--- src/ifs_params.svh ---
`ifndef IFS_PARAMS_SVH
`define IFS_PARAMS_SVH
// Default four-bit prefix of the slave address.
`define IFS_PREFIX_DEF 4'ha
// Device-select code that asks for a full erase.
`define IFS_SEL_FULL 3'h7
// Field positions inside the received slave address byte.
`define IFS_DIR_BIT 0
`define IFS_SEL_LSB 1
`define IFS_PFX_LSB 4
// Receive bit count that marks a whole byte.
`define IFS_BYTE_BITS 4'h8
// Default array address width, page size and FIFO depth.
`define IFS_ADDR_W_DEF 8
`define IFS_PAGE_DEF 16
`define IFS_FIFO_DEPTH_DEF 4
// Default erase trigger address of sector 0.
`define IFS_TRIG0_DEF 10'h000
`endif

--- src/ifs_pkg.sv ---
`default_nettype none
package ifs_pkg;
  // Erase method fixed when the block is built.
  typedef enum logic [1:0] {
    ER_FULL = 2'h0,
    ER_BYTE = 2'h1,
    ER_SEL  = 2'h2,
    ER_NONE = 2'h3
  } ifs_erase_t;
  // Link-facing bit engine states.
  typedef enum logic [4:0] {
    LS_IDLE = 5'h01,
    LS_RX   = 5'h02,
    LS_ACK  = 5'h04,
    LS_TX   = 5'h08,
    LS_RACK = 5'h10
  } ifs_link_t;
  // Operation picked up from the slave address.
  typedef enum logic [4:0] {
    OP_NONE  = 5'h01,
    OP_WRITE = 5'h02,
    OP_READ  = 5'h04,
    OP_FULL  = 5'h08,
    OP_SECT  = 5'h10
  } ifs_op_t;
  // Commit engine states towards the flash array.
  typedef enum logic [4:0] {
    CS_IDLE  = 5'h01,
    CS_ERASE = 5'h02,
    CS_FILL  = 5'h04,
    CS_GAP   = 5'h08,
    CS_WAIT  = 5'h10
  } ifs_commit_t;
  // One programming word queued for the flash array.
  typedef struct packed {
    logic [9:0] addr;
    logic [7:0] data;
  } ifs_word_t;
endpackage : ifs_pkg
`default_nettype wire

--- src/ifs_top.sv ---
`include "ifs_params.svh"
`default_nettype none

// ****************************************************************
// Write queue between the page buffer and the flash array.
// ****************************************************************
module ifs_fifo #(
  parameter int WIDTH = 18,
  parameter int DEPTH = `IFS_FIFO_DEPTH_DEF
) (
  // Clock and reset.
  input  wire logic             clk,
  input  wire logic             rst,
  // Filling side.
  input  wire logic             in_valid,
  output logic                  in_ready,
  input  wire logic [WIDTH-1:0] in_data,
  // Draining side.
  output logic                  out_valid,
  input  wire logic             out_ready,
  output logic [WIDTH-1:0]      out_data
);
  localparam int PW = (DEPTH > 1) ? $clog2(DEPTH) : 1;

  // Refuse shapes the pointers cannot serve.
  if (DEPTH < 2 || (DEPTH & (DEPTH - 1)) != 0) begin : g_bad_depth
    $error("FIFO depth must be a power of two of at least two.");
  end

  logic [WIDTH-1:0] mem_r [DEPTH];  // Storage words.
  logic [PW-1:0]    wptr_r;         // Next slot to fill.
  logic [PW-1:0]    rptr_r;         // Next slot to drain.
  logic [PW:0]      fill_r;         // Words held.
  logic             push;
  logic             pop;

  assign in_ready  = (fill_r != (PW+1)'(DEPTH));
  assign out_valid = (fill_r != '0);
  assign out_data  = mem_r[rptr_r];
  assign push      = in_valid && in_ready;
  assign pop       = out_valid && out_ready;

  // Storage is written only on an accepted word.
  always_ff @(posedge clk) begin
    if (push) begin
      mem_r[wptr_r] <= in_data;
    end
  end

  // Pointers and fill level move with each handshake.
  always_ff @(posedge clk) begin
    if (rst) begin
      wptr_r <= '0;
      rptr_r <= '0;
      fill_r <= '0;
    end else begin
      if (push) begin
        wptr_r <= wptr_r + 1'b1;
      end
      if (pop) begin
        rptr_r <= rptr_r + 1'b1;
      end
      fill_r <= fill_r + (PW+1)'(push) - (PW+1)'(pop);
    end
  end
endmodule : ifs_fifo

// ****************************************************************
// Two-wire slave that fronts the user flash array.
// ****************************************************************
// Overview of operation
// - Match prefix and three device-select inputs.
// - Address byte LSB one reads, zero writes.
// - Large arrays borrow select bits as address.
// - Acknowledge own address, then do the operation.
// - Byte write: address, byte address, data, stop.
// - Program the flash only after stop.
// - Ignore new transfers while flash is busy.
// - Page write takes 8, 16 or 32 bytes.
// - Withhold address acknowledge until cycle ends.
// - Protect input guards upper half or all.
// - Protected write: not-acknowledge first data byte.
// - Sector or full erase only; none read-only.
// - One erase method chosen at build time.
// - Select code 111 asks for full erase.
// - Full erase starts after stop, then polling.
// - Protected full erase address is not acknowledged.
// - Trigger address erases sector, then writes byte.
// - Trigger defaults: zero and half array size.
// - Third select bit one chooses sector erase.
// - Sector erase named by byte address, after stop.
// - Protected sector byte address is not acknowledged.
// - Data edges with clock high mark start, stop.
// - Acknowledge holds data low during clock high.
// - Protect input is active high.
module ifs_top #(
  parameter int                  ADDR_W     = `IFS_ADDR_W_DEF,
  parameter int                  PAGE       = `IFS_PAGE_DEF,
  parameter int                  FIFO_DEPTH = `IFS_FIFO_DEPTH_DEF,
  parameter logic [3:0]          PREFIX     = `IFS_PREFIX_DEF,
  parameter ifs_pkg::ifs_erase_t ERASE      = ifs_pkg::ER_BYTE,
  parameter bit                  READ_ONLY  = 1'b0,
  parameter bit                  PROT_FULL  = 1'b0,
  parameter logic [9:0]          TRIG0      = `IFS_TRIG0_DEF,
  parameter logic [9:0]          TRIG1      = 10'(1 << (ADDR_W - 1))
) (
  // Clock and reset.
  input  wire logic              CLOCK,
  input  wire logic              RST,
  // Two-wire bus pins.
  input  wire logic              SCL_IN,
  output logic                   SCL_OUT,
  output logic                   SCL_OE,
  input  wire logic              SDA_IN,
  output logic                   SDA_OUT,
  output logic                   SDA_OE,
  // Straps and protection.
  input  wire logic [2:0]        DEV_SEL,
  input  wire logic              WRITE_PROTECT,
  // Flash program port.
  output logic                   FL_WR_VALID,
  input  wire logic              FL_WR_READY,
  output logic [ADDR_W-1:0]      FL_WR_ADDR,
  output logic [7:0]             FL_WR_DATA,
  // Flash erase port.
  output logic                   FL_ER_VALID,
  input  wire logic              FL_ER_READY,
  output logic                   FL_ER_FULL,
  output logic                   FL_ER_SECTOR,
  // Flash status and read port.
  input  wire logic              FL_BUSY,
  output logic [ADDR_W-1:0]      FL_RD_ADDR,
  input  wire logic [7:0]        FL_RD_DATA,
  // Internal cycle in progress.
  output logic                   CYCLE_BUSY
);
  localparam int PB = $clog2(PAGE);

  if (PAGE != 8 && PAGE != 16 && PAGE != 32) begin : g_bad_page
    $error("Page size must be 8, 16 or 32 bytes.");
  end
  if (ADDR_W < 7 || ADDR_W > 10) begin : g_bad_addr
    $error("Array address width must be 7 to 10 bits.");
  end
  if (READ_ONLY && ERASE != ifs_pkg::ER_NONE) begin : g_bad_erase
    $error("A read-only build must use the no-erase method.");
  end

  // ****************************************************************
  // Pin synchronisers and bus events.
  // ****************************************************************
  logic [5:0] meta_r;    // First stage, read only by the second.
  logic [5:0] sync_r;    // Second stage.
  logic [1:0] prev_r;    // Clock and data one cycle older.
  logic       scl_s;
  logic       sda_s;
  logic [2:0] sel_s;
  logic       wp_s;
  logic       scl_rise;
  logic       scl_fall;
  logic       start_ev;
  logic       stop_ev;

  // All pins cross into the clock domain through two flip-flops.
  always_ff @(posedge CLOCK) begin
    if (RST) begin
      meta_r <= 6'h3f;
      sync_r <= 6'h3f;
      prev_r <= 2'h3;
    end else begin
      meta_r <= {WRITE_PROTECT, DEV_SEL, SDA_IN, SCL_IN};
      sync_r <= meta_r;
      prev_r <= sync_r[1:0];
    end
  end

  assign scl_s    = sync_r[0];
  assign sda_s    = sync_r[1];
  assign sel_s    = sync_r[4:2];
  assign wp_s     = sync_r[5];
  assign scl_rise = scl_s && !prev_r[0];
  assign scl_fall = !scl_s && prev_r[0];
  assign start_ev = scl_s && prev_r[0] && prev_r[1] && !sda_s;
  assign stop_ev  = scl_s && prev_r[0] && !prev_r[1] && sda_s;

  // ****************************************************************
  // Byte decisions.
  // ****************************************************************
  ifs_pkg::ifs_link_t   st_r;     // Bit engine state.
  ifs_pkg::ifs_op_t     op_r;     // Operation of this transfer.
  ifs_pkg::ifs_commit_t cst_r;    // Commit engine state.
  logic [3:0]           bit_r;    // Bit count in the byte.
  logic [1:0]           byte_r;   // Byte index, saturating at two.
  logic [7:0]           shift_r;  // Received byte.
  logic [7:0]           tx_r;     // Byte being sent.
  logic                 drive_r;  // Pull data low.
  logic                 ack_r;    // Acknowledge given this byte.
  logic                 mack_r;   // Master acknowledged a read byte.
  logic                 armed_r;  // Erase may run at stop.
  logic [1:0]           hi_r;     // Select bits used as address.
  logic [ADDR_W-1:0]    addr_r;   // Array address pointer.
  logic [ADDR_W-1:0]    base_r;   // First address of the page.
  logic [PB:0]          cnt_r;    // Bytes held, saturating.
  logic [PB-1:0]        widx_r;   // Next buffer slot.
  logic [2:0]           mask;
  logic                 pfx_ok;
  logic                 exact;
  logic                 full_hit;
  logic [9:0]           full_addr;
  logic [ADDR_W-1:0]    rx_addr;
  logic                 busy;
  logic                 dec_ack;
  logic                 dec_arm;
  logic                 dec_store;
  ifs_pkg::ifs_op_t     dec_op;

  always_comb begin
    mask = 3'h7;
    if (ADDR_W >= 9) begin
      mask[0] = 1'b0;
    end
    if (ADDR_W >= 10) begin
      mask[1] = 1'b0;
    end
    // third bit is the erase flag
    if (ERASE == ifs_pkg::ER_SEL) begin
      mask[2] = 1'b0;
    end
  end

  assign pfx_ok    = (shift_r[7:`IFS_PFX_LSB] == PREFIX);
  assign exact     = pfx_ok && (((shift_r[3:`IFS_SEL_LSB] ^ sel_s) & mask) == 3'h0);
  assign full_hit  = (ERASE == ifs_pkg::ER_FULL) && pfx_ok && (shift_r[3:`IFS_SEL_LSB] == `IFS_SEL_FULL);
  assign full_addr = {hi_r, shift_r};
  assign rx_addr   = full_addr[ADDR_W-1:0];
  assign busy      = (cst_r != ifs_pkg::CS_IDLE);

  // Protection covers the upper half or the whole array.
  function automatic logic prot(input logic [ADDR_W-1:0] a);
    prot = READ_ONLY || (wp_s && (PROT_FULL || a[ADDR_W-1]));
  endfunction

  // Decide the answer to the byte that has just arrived.
  always_comb begin
    dec_ack   = 1'b0;
    dec_arm   = armed_r;
    dec_store = 1'b0;
    dec_op    = op_r;
    if (byte_r == 2'h0) begin
      dec_op = ifs_pkg::OP_NONE;
      if (exact && (ERASE == ifs_pkg::ER_SEL) && shift_r[3]) begin
        dec_op  = ifs_pkg::OP_SECT;
        dec_ack = 1'b1;
      end else if (exact) begin
        dec_op  = shift_r[`IFS_DIR_BIT] ? ifs_pkg::OP_READ : ifs_pkg::OP_WRITE;
        dec_ack = 1'b1;
      end else if (full_hit) begin
        dec_op  = ifs_pkg::OP_FULL;
        dec_ack = !(wp_s || READ_ONLY);
        dec_arm = dec_ack;
      end
    end else if (byte_r == 2'h1) begin
      dec_ack = 1'b1;
      if (op_r == ifs_pkg::OP_SECT) begin
        dec_ack = !prot(rx_addr);
        dec_arm = dec_ack;
      end
    end else if (op_r == ifs_pkg::OP_WRITE) begin
      dec_ack   = !prot(addr_r);
      dec_store = dec_ack;
      if (!dec_ack) begin
        dec_op = ifs_pkg::OP_NONE;
      end
    end else begin
      dec_ack = (op_r != ifs_pkg::OP_NONE);
    end
  end

  // ****************************************************************
  // Bit engine on the bus.
  // ****************************************************************
  // Shifts bytes in and out and drives the acknowledge slot.
  always_ff @(posedge CLOCK) begin
    if (RST) begin
      st_r    <= ifs_pkg::LS_IDLE;
      op_r    <= ifs_pkg::OP_NONE;
      bit_r   <= 4'h0;
      byte_r  <= 2'h0;
      shift_r <= 8'h00;
      tx_r    <= 8'h00;
      drive_r <= 1'b0;
      ack_r   <= 1'b0;
      mack_r  <= 1'b0;
      armed_r <= 1'b0;
      hi_r    <= 2'h0;
      addr_r  <= '0;
      base_r  <= '0;
      cnt_r   <= '0;
      widx_r  <= '0;
    end else if (start_ev) begin
      // Start or repeated start opens a new address phase.
      drive_r <= 1'b0;
      bit_r   <= 4'h0;
      byte_r  <= 2'h0;
      op_r    <= ifs_pkg::OP_NONE;
      armed_r <= 1'b0;
      cnt_r   <= '0;
      widx_r  <= '0;
      st_r    <= busy ? ifs_pkg::LS_IDLE : ifs_pkg::LS_RX;
    end else if (stop_ev) begin
      // Stop hands the transfer to the commit engine.
      st_r    <= ifs_pkg::LS_IDLE;
      drive_r <= 1'b0;
      op_r    <= ifs_pkg::OP_NONE;
    end else begin
      case (st_r)
        ifs_pkg::LS_RX: begin
          if (scl_rise) begin
            shift_r <= {shift_r[6:0], sda_s};
            bit_r   <= bit_r + 4'h1;
          end else if (scl_fall && bit_r == `IFS_BYTE_BITS) begin
            bit_r   <= 4'h0;
            ack_r   <= dec_ack;
            drive_r <= dec_ack;
            op_r    <= dec_op;
            armed_r <= dec_arm;
            st_r    <= ifs_pkg::LS_ACK;
            if (byte_r != 2'h2) begin
              byte_r <= byte_r + 2'h1;
            end
            if (byte_r == 2'h0) begin
              hi_r <= shift_r[2:1];
            end
            if (byte_r == 2'h1) begin
              addr_r <= rx_addr;
              base_r <= rx_addr;
            end
            if (dec_store) begin
              widx_r <= widx_r + 1'b1;
              if (cnt_r != (PB+1)'(PAGE)) begin
                cnt_r <= cnt_r + 1'b1;
              end
            end
          end
        end
        ifs_pkg::LS_ACK: begin
          // hold low through the high phase
          if (scl_fall) begin
            if (!ack_r) begin
              drive_r <= 1'b0;
              st_r    <= ifs_pkg::LS_IDLE;
            end else if (op_r == ifs_pkg::OP_READ) begin
              tx_r    <= FL_RD_DATA;
              drive_r <= !FL_RD_DATA[7];
              st_r    <= ifs_pkg::LS_TX;
            end else begin
              drive_r <= 1'b0;
              st_r    <= ifs_pkg::LS_RX;
            end
          end
        end
        ifs_pkg::LS_TX: begin
          // Next data bit goes out on each falling clock.
          if (scl_fall) begin
            if (bit_r == 4'h7) begin
              bit_r   <= 4'h0;
              drive_r <= 1'b0;
              st_r    <= ifs_pkg::LS_RACK;
            end else begin
              bit_r   <= bit_r + 4'h1;
              tx_r    <= {tx_r[6:0], 1'b0};
              drive_r <= !tx_r[6];
            end
          end
        end
        ifs_pkg::LS_RACK: begin
          // Master answer; the pointer moves after every byte.
          if (scl_rise) begin
            mack_r <= !sda_s;
            addr_r <= addr_r + 1'b1;
          end else if (scl_fall) begin
            if (mack_r) begin
              tx_r    <= FL_RD_DATA;
              drive_r <= !FL_RD_DATA[7];
              st_r    <= ifs_pkg::LS_TX;
            end else begin
              st_r <= ifs_pkg::LS_IDLE;
            end
          end
        end
        default: begin
          st_r <= ifs_pkg::LS_IDLE;
        end
      endcase
    end
  end

  // ****************************************************************
  // Page buffer.
  // ****************************************************************
  logic [7:0] page_r [PAGE];  // Data bytes waiting for stop.
  logic       buf_we;

  assign buf_we = (st_r == ifs_pkg::LS_RX) && scl_fall && (bit_r == `IFS_BYTE_BITS) && dec_store;

  for (genvar g = 0; g < PAGE; g++) begin : g_page
    always_ff @(posedge CLOCK) begin
      if (buf_we && widx_r == PB'(g)) begin
        page_r[g] <= shift_r;
      end
    end
  end

  // ****************************************************************
  // Commit engine towards the flash array.
  // ****************************************************************
  logic [PB-1:0]      ci_r;     // Buffer slot being queued.
  logic [PB:0]        ccnt_r;   // Bytes to queue.
  logic               fill_r;   // Programming still owed.
  logic               efull_r;  // Erase the whole array.
  logic               esec_r;   // Sector to erase.
  logic               hs_r;     // Program word taken last cycle.
  logic [PB-1:0]      low_sum;
  logic               trig_hit;
  logic               do_erase;
  ifs_pkg::ifs_word_t q_in;
  ifs_pkg::ifs_word_t q_out;
  logic               q_ready;
  logic               q_valid;

  assign low_sum  = base_r[PB-1:0] + ci_r;
  assign q_in     = '{addr: 10'({base_r[ADDR_W-1:PB], low_sum}), data: page_r[ci_r]};
  assign trig_hit = (base_r == TRIG0[ADDR_W-1:0]) || (base_r == TRIG1[ADDR_W-1:0]);
  // erase method decides what stop starts
  always_comb begin
    do_erase = 1'b0;
    case (op_r)
      ifs_pkg::OP_FULL: do_erase = armed_r;
      ifs_pkg::OP_SECT: do_erase = armed_r;
      ifs_pkg::OP_WRITE: do_erase = (ERASE == ifs_pkg::ER_BYTE) && (cnt_r != '0) && trig_hit;
      default: do_erase = 1'b0;
    endcase
  end

  // Starts erase and programming only once the stop is seen.
  always_ff @(posedge CLOCK) begin
    if (RST) begin
      cst_r   <= ifs_pkg::CS_IDLE;
      ci_r    <= '0;
      ccnt_r  <= '0;
      fill_r  <= 1'b0;
      efull_r <= 1'b0;
      esec_r  <= 1'b0;
      hs_r    <= 1'b0;
    end else begin
      hs_r <= FL_WR_VALID && FL_WR_READY;
      case (cst_r)
        ifs_pkg::CS_IDLE: begin
          if (stop_ev) begin
            ci_r    <= '0;
            ccnt_r  <= cnt_r;
            fill_r  <= (op_r == ifs_pkg::OP_WRITE) && (cnt_r != '0);
            efull_r <= (op_r == ifs_pkg::OP_FULL);
            esec_r  <= base_r[ADDR_W-1];
            if (do_erase) begin
              cst_r <= ifs_pkg::CS_ERASE;
            end else if ((op_r == ifs_pkg::OP_WRITE) && (cnt_r != '0)) begin
              cst_r <= ifs_pkg::CS_FILL;
            end
          end
        end
        ifs_pkg::CS_ERASE: begin
          if (FL_ER_READY) begin
            cst_r <= ifs_pkg::CS_GAP;
          end
        end
        ifs_pkg::CS_FILL: begin
          // Queue one word per cycle; a full queue stalls here.
          if (q_ready) begin
            ci_r <= ci_r + 1'b1;
            if ((PB+1)'(ci_r) == ccnt_r - 1'b1) begin
              fill_r <= 1'b0;
              cst_r  <= ifs_pkg::CS_GAP;
            end
          end
        end
        ifs_pkg::CS_GAP: begin
          cst_r <= ifs_pkg::CS_WAIT;
        end
        ifs_pkg::CS_WAIT: begin
          // stay busy until the flash settles
          if (!q_valid && !FL_BUSY && !hs_r) begin
            cst_r <= fill_r ? ifs_pkg::CS_FILL : ifs_pkg::CS_IDLE;
          end
        end
        default: begin
          cst_r <= ifs_pkg::CS_IDLE;
        end
      endcase
    end
  end

  ifs_fifo #(
    .WIDTH ($bits(ifs_pkg::ifs_word_t)),
    .DEPTH (FIFO_DEPTH)
  ) u_queue (
    .clk       (CLOCK),
    .rst       (RST),
    .in_valid  (cst_r == ifs_pkg::CS_FILL),
    .in_ready  (q_ready),
    .in_data   (q_in),
    .out_valid (q_valid),
    .out_ready (FL_WR_READY),
    .out_data  (q_out)
  );

  // ****************************************************************
  // Outputs.
  // ****************************************************************
  // The slave never stretches the clock; data is open drain.
  assign SCL_OUT      = 1'b0;
  assign SCL_OE       = 1'b0;
  assign SDA_OUT      = 1'b0;
  assign SDA_OE       = drive_r;
  assign FL_WR_VALID  = q_valid;
  assign FL_WR_ADDR   = q_out.addr[ADDR_W-1:0];
  assign FL_WR_DATA   = q_out.data;
  assign FL_ER_VALID  = (cst_r == ifs_pkg::CS_ERASE);
  assign FL_ER_FULL   = efull_r;
  assign FL_ER_SECTOR = esec_r;
  assign FL_RD_ADDR   = addr_r;
  assign CYCLE_BUSY   = busy;
endmodule : ifs_top
`default_nettype wire

--- config.mk ---
export PLATFORM = sky130hd
export DESIGN_NAME = ifs_top
export DESIGN_NICKNAME = d
export VERILOG_FILES = /design/src/ifs_pkg.sv /design/src/ifs_top.sv
export VERILOG_INCLUDE_DIRS = /design/src
export SDC_FILE = /design/constraint.sdc
export NUM_CORES = 1
export LEC_CHECK = 0
export ABC_CLOCK_PERIOD_IN_PS = 3140
export BUFFER_PORTS_ARGS = -buffer_cell sky130_fd_sc_hd__buf_2
export CORE_MARGIN = 5
export CORE_UTILIZATION = 61
export CTS_CLUSTER_DIAMETER = 120
export DETAILED_ROUTE_END_ITERATION = 16
export PLACE_DENSITY = 0.79
export SKIP_LAST_GASP = 1
export SLEW_MARGIN = 40
export SYNTH_ARGS = -nofsm -noshare
export SYNTH_HDL_FRONTEND = slang
export SYNTH_SLANG_ARGS = --single-unit
export TNS_END_PERCENT = 1
--- constraint.sdc ---
create_clock -name CLOCK -period 3.14 [get_ports CLOCK]
set_clock_uncertainty 0.2 [all_clocks]
set_input_delay 0 -clock CLOCK [delete_from_list [all_inputs] [get_ports CLOCK]]
set_output_delay 0 -clock CLOCK [all_outputs]
set_load 0.03 [all_outputs]
-- Word level (Yosys, flattened, before mapping)
Memory sizes are Yosys's and may differ from the RTL's. A register that Yosys moved wholly into a read port is not among the register bits.
Index checks and enable logic that the tools add are counted.
- register bits after elaboration: 99
- bits in writable memories: 192
- output and inout bits: 33
- memories kept: 2
- memories (memory ; words ; width ; read ports ; clocked after Yosys merged registers in ; write ports ; RTL line ; text):
    page_r ; 16 ; 8 ; 1 ; 1 ; 1 ; ifs_top.sv:401 ; logic [7:0] page_r [PAGE];
    u_queue.mem_r ; 4 ; 16 ; 1 ; 1 ; 1 ; ifs_top.sv:30 ; logic [WIDTH-1:0] mem_r [DEPTH];
- add/subtract/negate cells: 12
- eq/ne operators: 66
- muxes and demuxes: 158
- bitwise logic cells: 5
- reductions and logical operators: 97
- operator list (cell ; count):
    8-bit two-way mux ; 19
    8-bit OR reduction ; 15
    4-bit two-way mux ; 26
    5-bit two-way mux ; 20
    1-bit two-way mux ; 70
    7-bit two-way mux ; 8
    4-bit equality test, second input constant ; 10
    1-bit logical AND ; 36
    2-bit inequality test, second input constant ; 18
    4-bit inequality test, second input constant ; 7
    5-bit one-hot mux with 5 select lines ; 1
    6-bit AND reduction ; 4
    7-bit one-hot mux with 3 select lines ; 1
    7-bit AND reduction ; 3
    4-bit by 3-bit equality test with 1-bit output, second input constant ; 5
    5-bit one-hot mux with 4 select lines ; 1
    4-bit one-hot mux with 2 select lines ; 2
    8-bit one-hot mux with 2 select lines ; 1
    4-bit AND reduction ; 4
    5-bit by 2-bit equality test with 1-bit output, second input constant ; 3
    5-bit by 3-bit equality test with 1-bit output, second input constant ; 3
    5-bit by 4-bit equality test with 1-bit output, second input constant ; 3
    5-bit equality test, second input constant ; 3
    5-bit AND reduction ; 3
    40 further kinds ; 72

-- Depth between registers and ports, before layout
- word-level depth: 25
- mapped depth: 9
- gate-level depth less buffers: 9

-- By module
A second synthesis with hierarchy kept.
- cells, all modules: 883
- area total of the unflattened synthesis: 12539.5 sq um
- modules (own cells, without submodules) (module ; instances ; cells an instance ; area an instance (sq um)):
    ifs_top ; 1 ; 740 ; 9427.8
    ifs_fifo ; 1 ; 143 ; 3111.7

-- Least setup slack after synthesis
Ideal clock, no wire load.
- path kind: reg2reg
- start: reg st_r[4]
- end: mem page_r[0][0], enable pin
- library setup time: 383 ps
- arrival: 2134 ps
- required time: 2557 ps
- setup slack: 422 ps
- stages on the path, launching flop included: 6
- period minus slack after synthesis: 2718 ps
- cell sequence: dfxtp_1 nor4_2 nand4_1 nor2_1 nand2_1 nor3_1
- cells in the longest elaborated chain, start to end: 23
- elaborated cells between the ends (all ways): 97
- classes of those cells: eq/ne: 1; mux: 62; reduce/logical: 34
- RTL lines (what ; RTL line ; text):
    start: declaration ; ifs_top.sv:189 ; ifs_pkg::ifs_link_t st_r;
    start signal: assignment ; ifs_top.sv:285 ; st_r <= ifs_pkg::LS_IDLE;
    start signal: assignment ; ifs_top.sv:309 ; st_r <= busy ? ifs_pkg::LS_IDLE : ifs_pkg::LS_RX;
    start signal: assignment ; ifs_top.sv:312 ; st_r <= ifs_pkg::LS_IDLE;
    5-bit by 2-bit equality test with 1-bit output (*) ; ifs_top.sv:404 ; assign buf_we = (st_r == ifs_pkg::LS_RX) && scl_fall && (bit_r == `IFS_BYTE_BITS) && dec_store;
    1-bit logical AND (*) (3 in a row) ; ifs_top.sv:404 ;
    1-bit logical AND ; ifs_top.sv:408 ; if (buf_we && widx_r == PB'(g)) begin
    1-bit two-way mux ; ifs_top.sv:408 ;
    1-bit two-way mux (implied by the code) ; ifs_top.sv:409 ; page_r[g] <= shift_r;
    8-bit OR reduction (no source line) ; - ;
    4-bit two-way mux (no source line) or 1-bit two-way mux (tied branches) (15 in a row) ; - ;
    end: declaration ; ifs_top.sv:401 ;
Mark *: on every way between the ends. The rest lies on a longest branch, timed or not.

-- Worst setup path after layout
- start: reg op_r[0]
- end: reg tx_r[0]
- cells in the longest elaborated chain, start to end: 3
- RTL lines (what ; RTL line ; text):
    start: declaration ; ifs_top.sv:190 ; ifs_pkg::ifs_op_t op_r;
    start signal: assignment ; ifs_top.sv:286 ; op_r <= ifs_pkg::OP_NONE;
    start signal: assignment ; ifs_top.sv:305 ; op_r <= ifs_pkg::OP_NONE;
    start signal: assignment ; ifs_top.sv:314 ; op_r <= ifs_pkg::OP_NONE;
    5-bit by 3-bit equality test with 1-bit output ; ifs_top.sv:352 ; end else if (op_r == ifs_pkg::OP_READ) begin
    2-bit inequality test (no source line) ; - ;
    11-bit AND reduction (no source line) ; - ;
    end signal: assignment ; ifs_top.sv:371 ; tx_r <= {tx_r[6:0], 1'b0};
    end: declaration ; ifs_top.sv:195 ; logic [7:0] tx_r;
Every way passes these cells.
A chain may end at the register's enable or synchronous reset.

==> flow_metrics.tcl <==
set metrics [dict create \
    p_total_uw 8280 \
    yosys_warnings 0 \
    yosysTopAreaCellShare 0.468 \
    synth-edff-count 192 \
    drc 0 \
    grt_max_degree 47 \
    fillers 1340 \
    grt_setup_unrepaired "no" \
    final.min_clock_period_ps 2940 \
    fin_crit_sh 0.938 \
    drv_slew 0 \
    drtAntennaViolNets 0 \
    hold_violations 0 \
    arrival_ps 3160 \
    postPlaceCellArea_um2 12900 \
    die_w_um 152 \
    fin_nets 1011 \
    setup_viol 0 \
    dp.final_hpwl_mm 16.8 \
    gr-usage-all-layers 0.219 \
    clockBufferDepth 3 \
    ir_drop_uv 497 \
    cts.root.buffer_cell "clkbuf_16" \
    synthArstFlopShare 0 \
    cp_data_required_time_ps 3360 \
    yosysTopAreaCell "edfxtp_1" \
    totalWireLength_mm 25.5 \
    grt_pass1_wl_mm 40.9 \
    max-slew-margin-rel 0.444 \
    synth-seq-area-share 0.632 \
    postCtsSetupBuffers 0 \
    yosysMostFrequentCell "edfxtp_1" \
    syn_area_per_cell_um2 14.2 \
    core_um2 20000 \
    dr_total_vias 7478 \
    n_antenna_cell 0 \
    area_growth_pct 15.4 \
    p_leak_uw 0.00494 \
    crit_type "register to register" \
    max_freq_ghz 0.340 \
    drt_iter0_markers 772 \
    power.density_nw_per_um2 582 \
    htree_levels 1 \
    status "completed" \
    grt_pass1_vias 7452 \
    netlist_area_um2 12300 \
    synth-main-ff-cell "edfxtp_1" \
    tightest_slew_ps 830 \
    crit_path_end_kind "register" \
    grt_antenna_before_repair 0 \
    ys_top_cells_by_area "edfxtp_1, dfxtp_1, mux4_2" \
    drive_above_1_share 0.219 \
    tns_ps 0 \
    clk_latency_ps 530 \
    min_path_type "input port to register" \
    io_buffers 47 \
    whs_ps 100 \
    yosysUniqueCellTypes 71 \
    wl_per_cell_um 20.2 \
    routabilityCongestion 0.859 \
    num_rows 52 \
    max-cap-violations 0 \
    critPathMaxFanout 8 \
    fin_area_um2 14200 \
    cts.clk_slew.worst_paths_ps 60 \
    syn_inst 868 \
    io_pins 52 \
    cts_made_buffers 28 \
    worstSetupStartpointType "register" \
    avgViaCountPerCell 5.94 \
    initial_core_util 0.615 \
    drt-pass1-iter-count 5 \
    ys_ff_latch 293 \
    synthTopCellsByCount "edfxtp_1, dfxtp_1, nor2_1, mux4_2, a21oi_1" \
    die-area_um2 23100 \
    overflow 0 \
    cts_tree "built" \
    die-height_um 152 \
    cts_sinks 293 \
]
[sequential cells by signal, summed over array words and instances (netlist names), 3 cells and up, named ones only]
name	cells
ccnt_r	5
meta_r	6
rx_addr	8
u_queue.fill_r	3
cnt_r	5
bit_r	4
op_r	3
ci_r	4
cst_r	5
st_r	5
base_r	8
u_queue.mem_r	64
sync_r	6
FL_RD_ADDR	8
tx_r	7
widx_r	4
page_r	128
[routing by layer]
| layer | routed length, um | track usage | vias to the layer above | part of all wire |
|---|---|---|---|---|
| li1 | - | - | 3469 | - |
| met1 | 10500 | 0.308 | 3719 | 0.41 |
| met2 | 13000 | 0.372 | 257 | 0.51 |
| met3 | 1640 | 0.0313 | 33 | 0.064 |
| met4 | 386 | 0.0441 | 0 | 0.015 |
| met5 | 0 | 0 | - | 0 |
[stage by stage]
stage               instances  utilization  setup slack (ps)
floorplan                 871            -               422
global placement         1178        0.646               569
detailed placement       1178        0.646               479
CTS                      1258        0.709               181
global route             1259        0.710              50.1
finish                   1259        0.710               196
[power breakdown]
part	switching (uW)	total (uW)	leakage, uW	internal (uW)
clock network	1400	3470	0.000475	2070
logic	377	666	0.00188	288
registers	42.0	4140	0.00259	4100
[final cells by class]
cell class	instances	area, um^2	share of cell area
clock buffer	39	857	0.0603
clock inverter	13	124	0.00871
inverter	32	120	0.00845
multi-input combinational	508	4240	0.298
sequential	293	7790	0.548
tap	270	338	0.0238
timing repair buffer	104	748	0.0526
[final timing paths]
| check | endpoint | startpoint | slack, ps | cells after the start |
|---|---|---|---|---|
| min reg2reg | sync_r[2] | meta_r[2] | 210 | 1 |
| max reg2reg | tx_r[0] | op_r[0] | 200 | 7 |
| min | hs_r | FL_WR_READY | 100 | 4 |
| max | tx_r[0] | op_r[0] | 200 | 7 |
[repair_timing]
action	4_1_cts	5_1_grt
gates resized for setup	0	0
hold buffers	28	0
hold endpoints to repair	44	0
[cells in the final DEF (no fill, tap or decap), types with 4 or more instances in the layout]
cell,count
or2_2,16
a211oi_1,6
or3_1,7
a21oi_1,37
and3_1,6
nand4_1,7
nand2_1,36
clkbuf_1,4
conb_1,4
nor4_1,5
edfxtp_1,192
nand2b_1,10
clkinvlp_4,4
mux4_2,56
xnor2_1,19
dlygate4sd3_1,28
nor2_1,81
a211oi_2,7
nand4b_1,4
o21ai_1,8
nor3_1,13
and2_1,13
a21o_1,4
xor2_1,7
mux2i_1,27
clkbuf_16,32
buf_2,46
buf_4,29
nand3_1,18
ha_1,23
o21ai_0,22
dfxtp_1,99
inv_1,32
nor2b_1,11
clkinv_2,6
o22ai_1,6
[worst max-delay path, stage by stage (launching register included)]
cell and delay, ps:
dfxtp_1 370, nor4bb_1 500, o41ai_1 180, a2111oi_4 540
buf_4 260, mux2i_1 180, nor2_1 40, dlygate4sd3_1 560
[logic make-up after synthesis]
logic type,share of synthesized area
AO/OA/AOI/OAI,0.0668
XOR/XNOR,0.0185
adder cells (fa/ha/maj),0.0266
buffers and inverters,0.0245
flip-flops,0.632
multiplexers,0.124
other,0.000304
AND/OR/NAND/NOR,0.107
(Power assumes the default switching activity.)
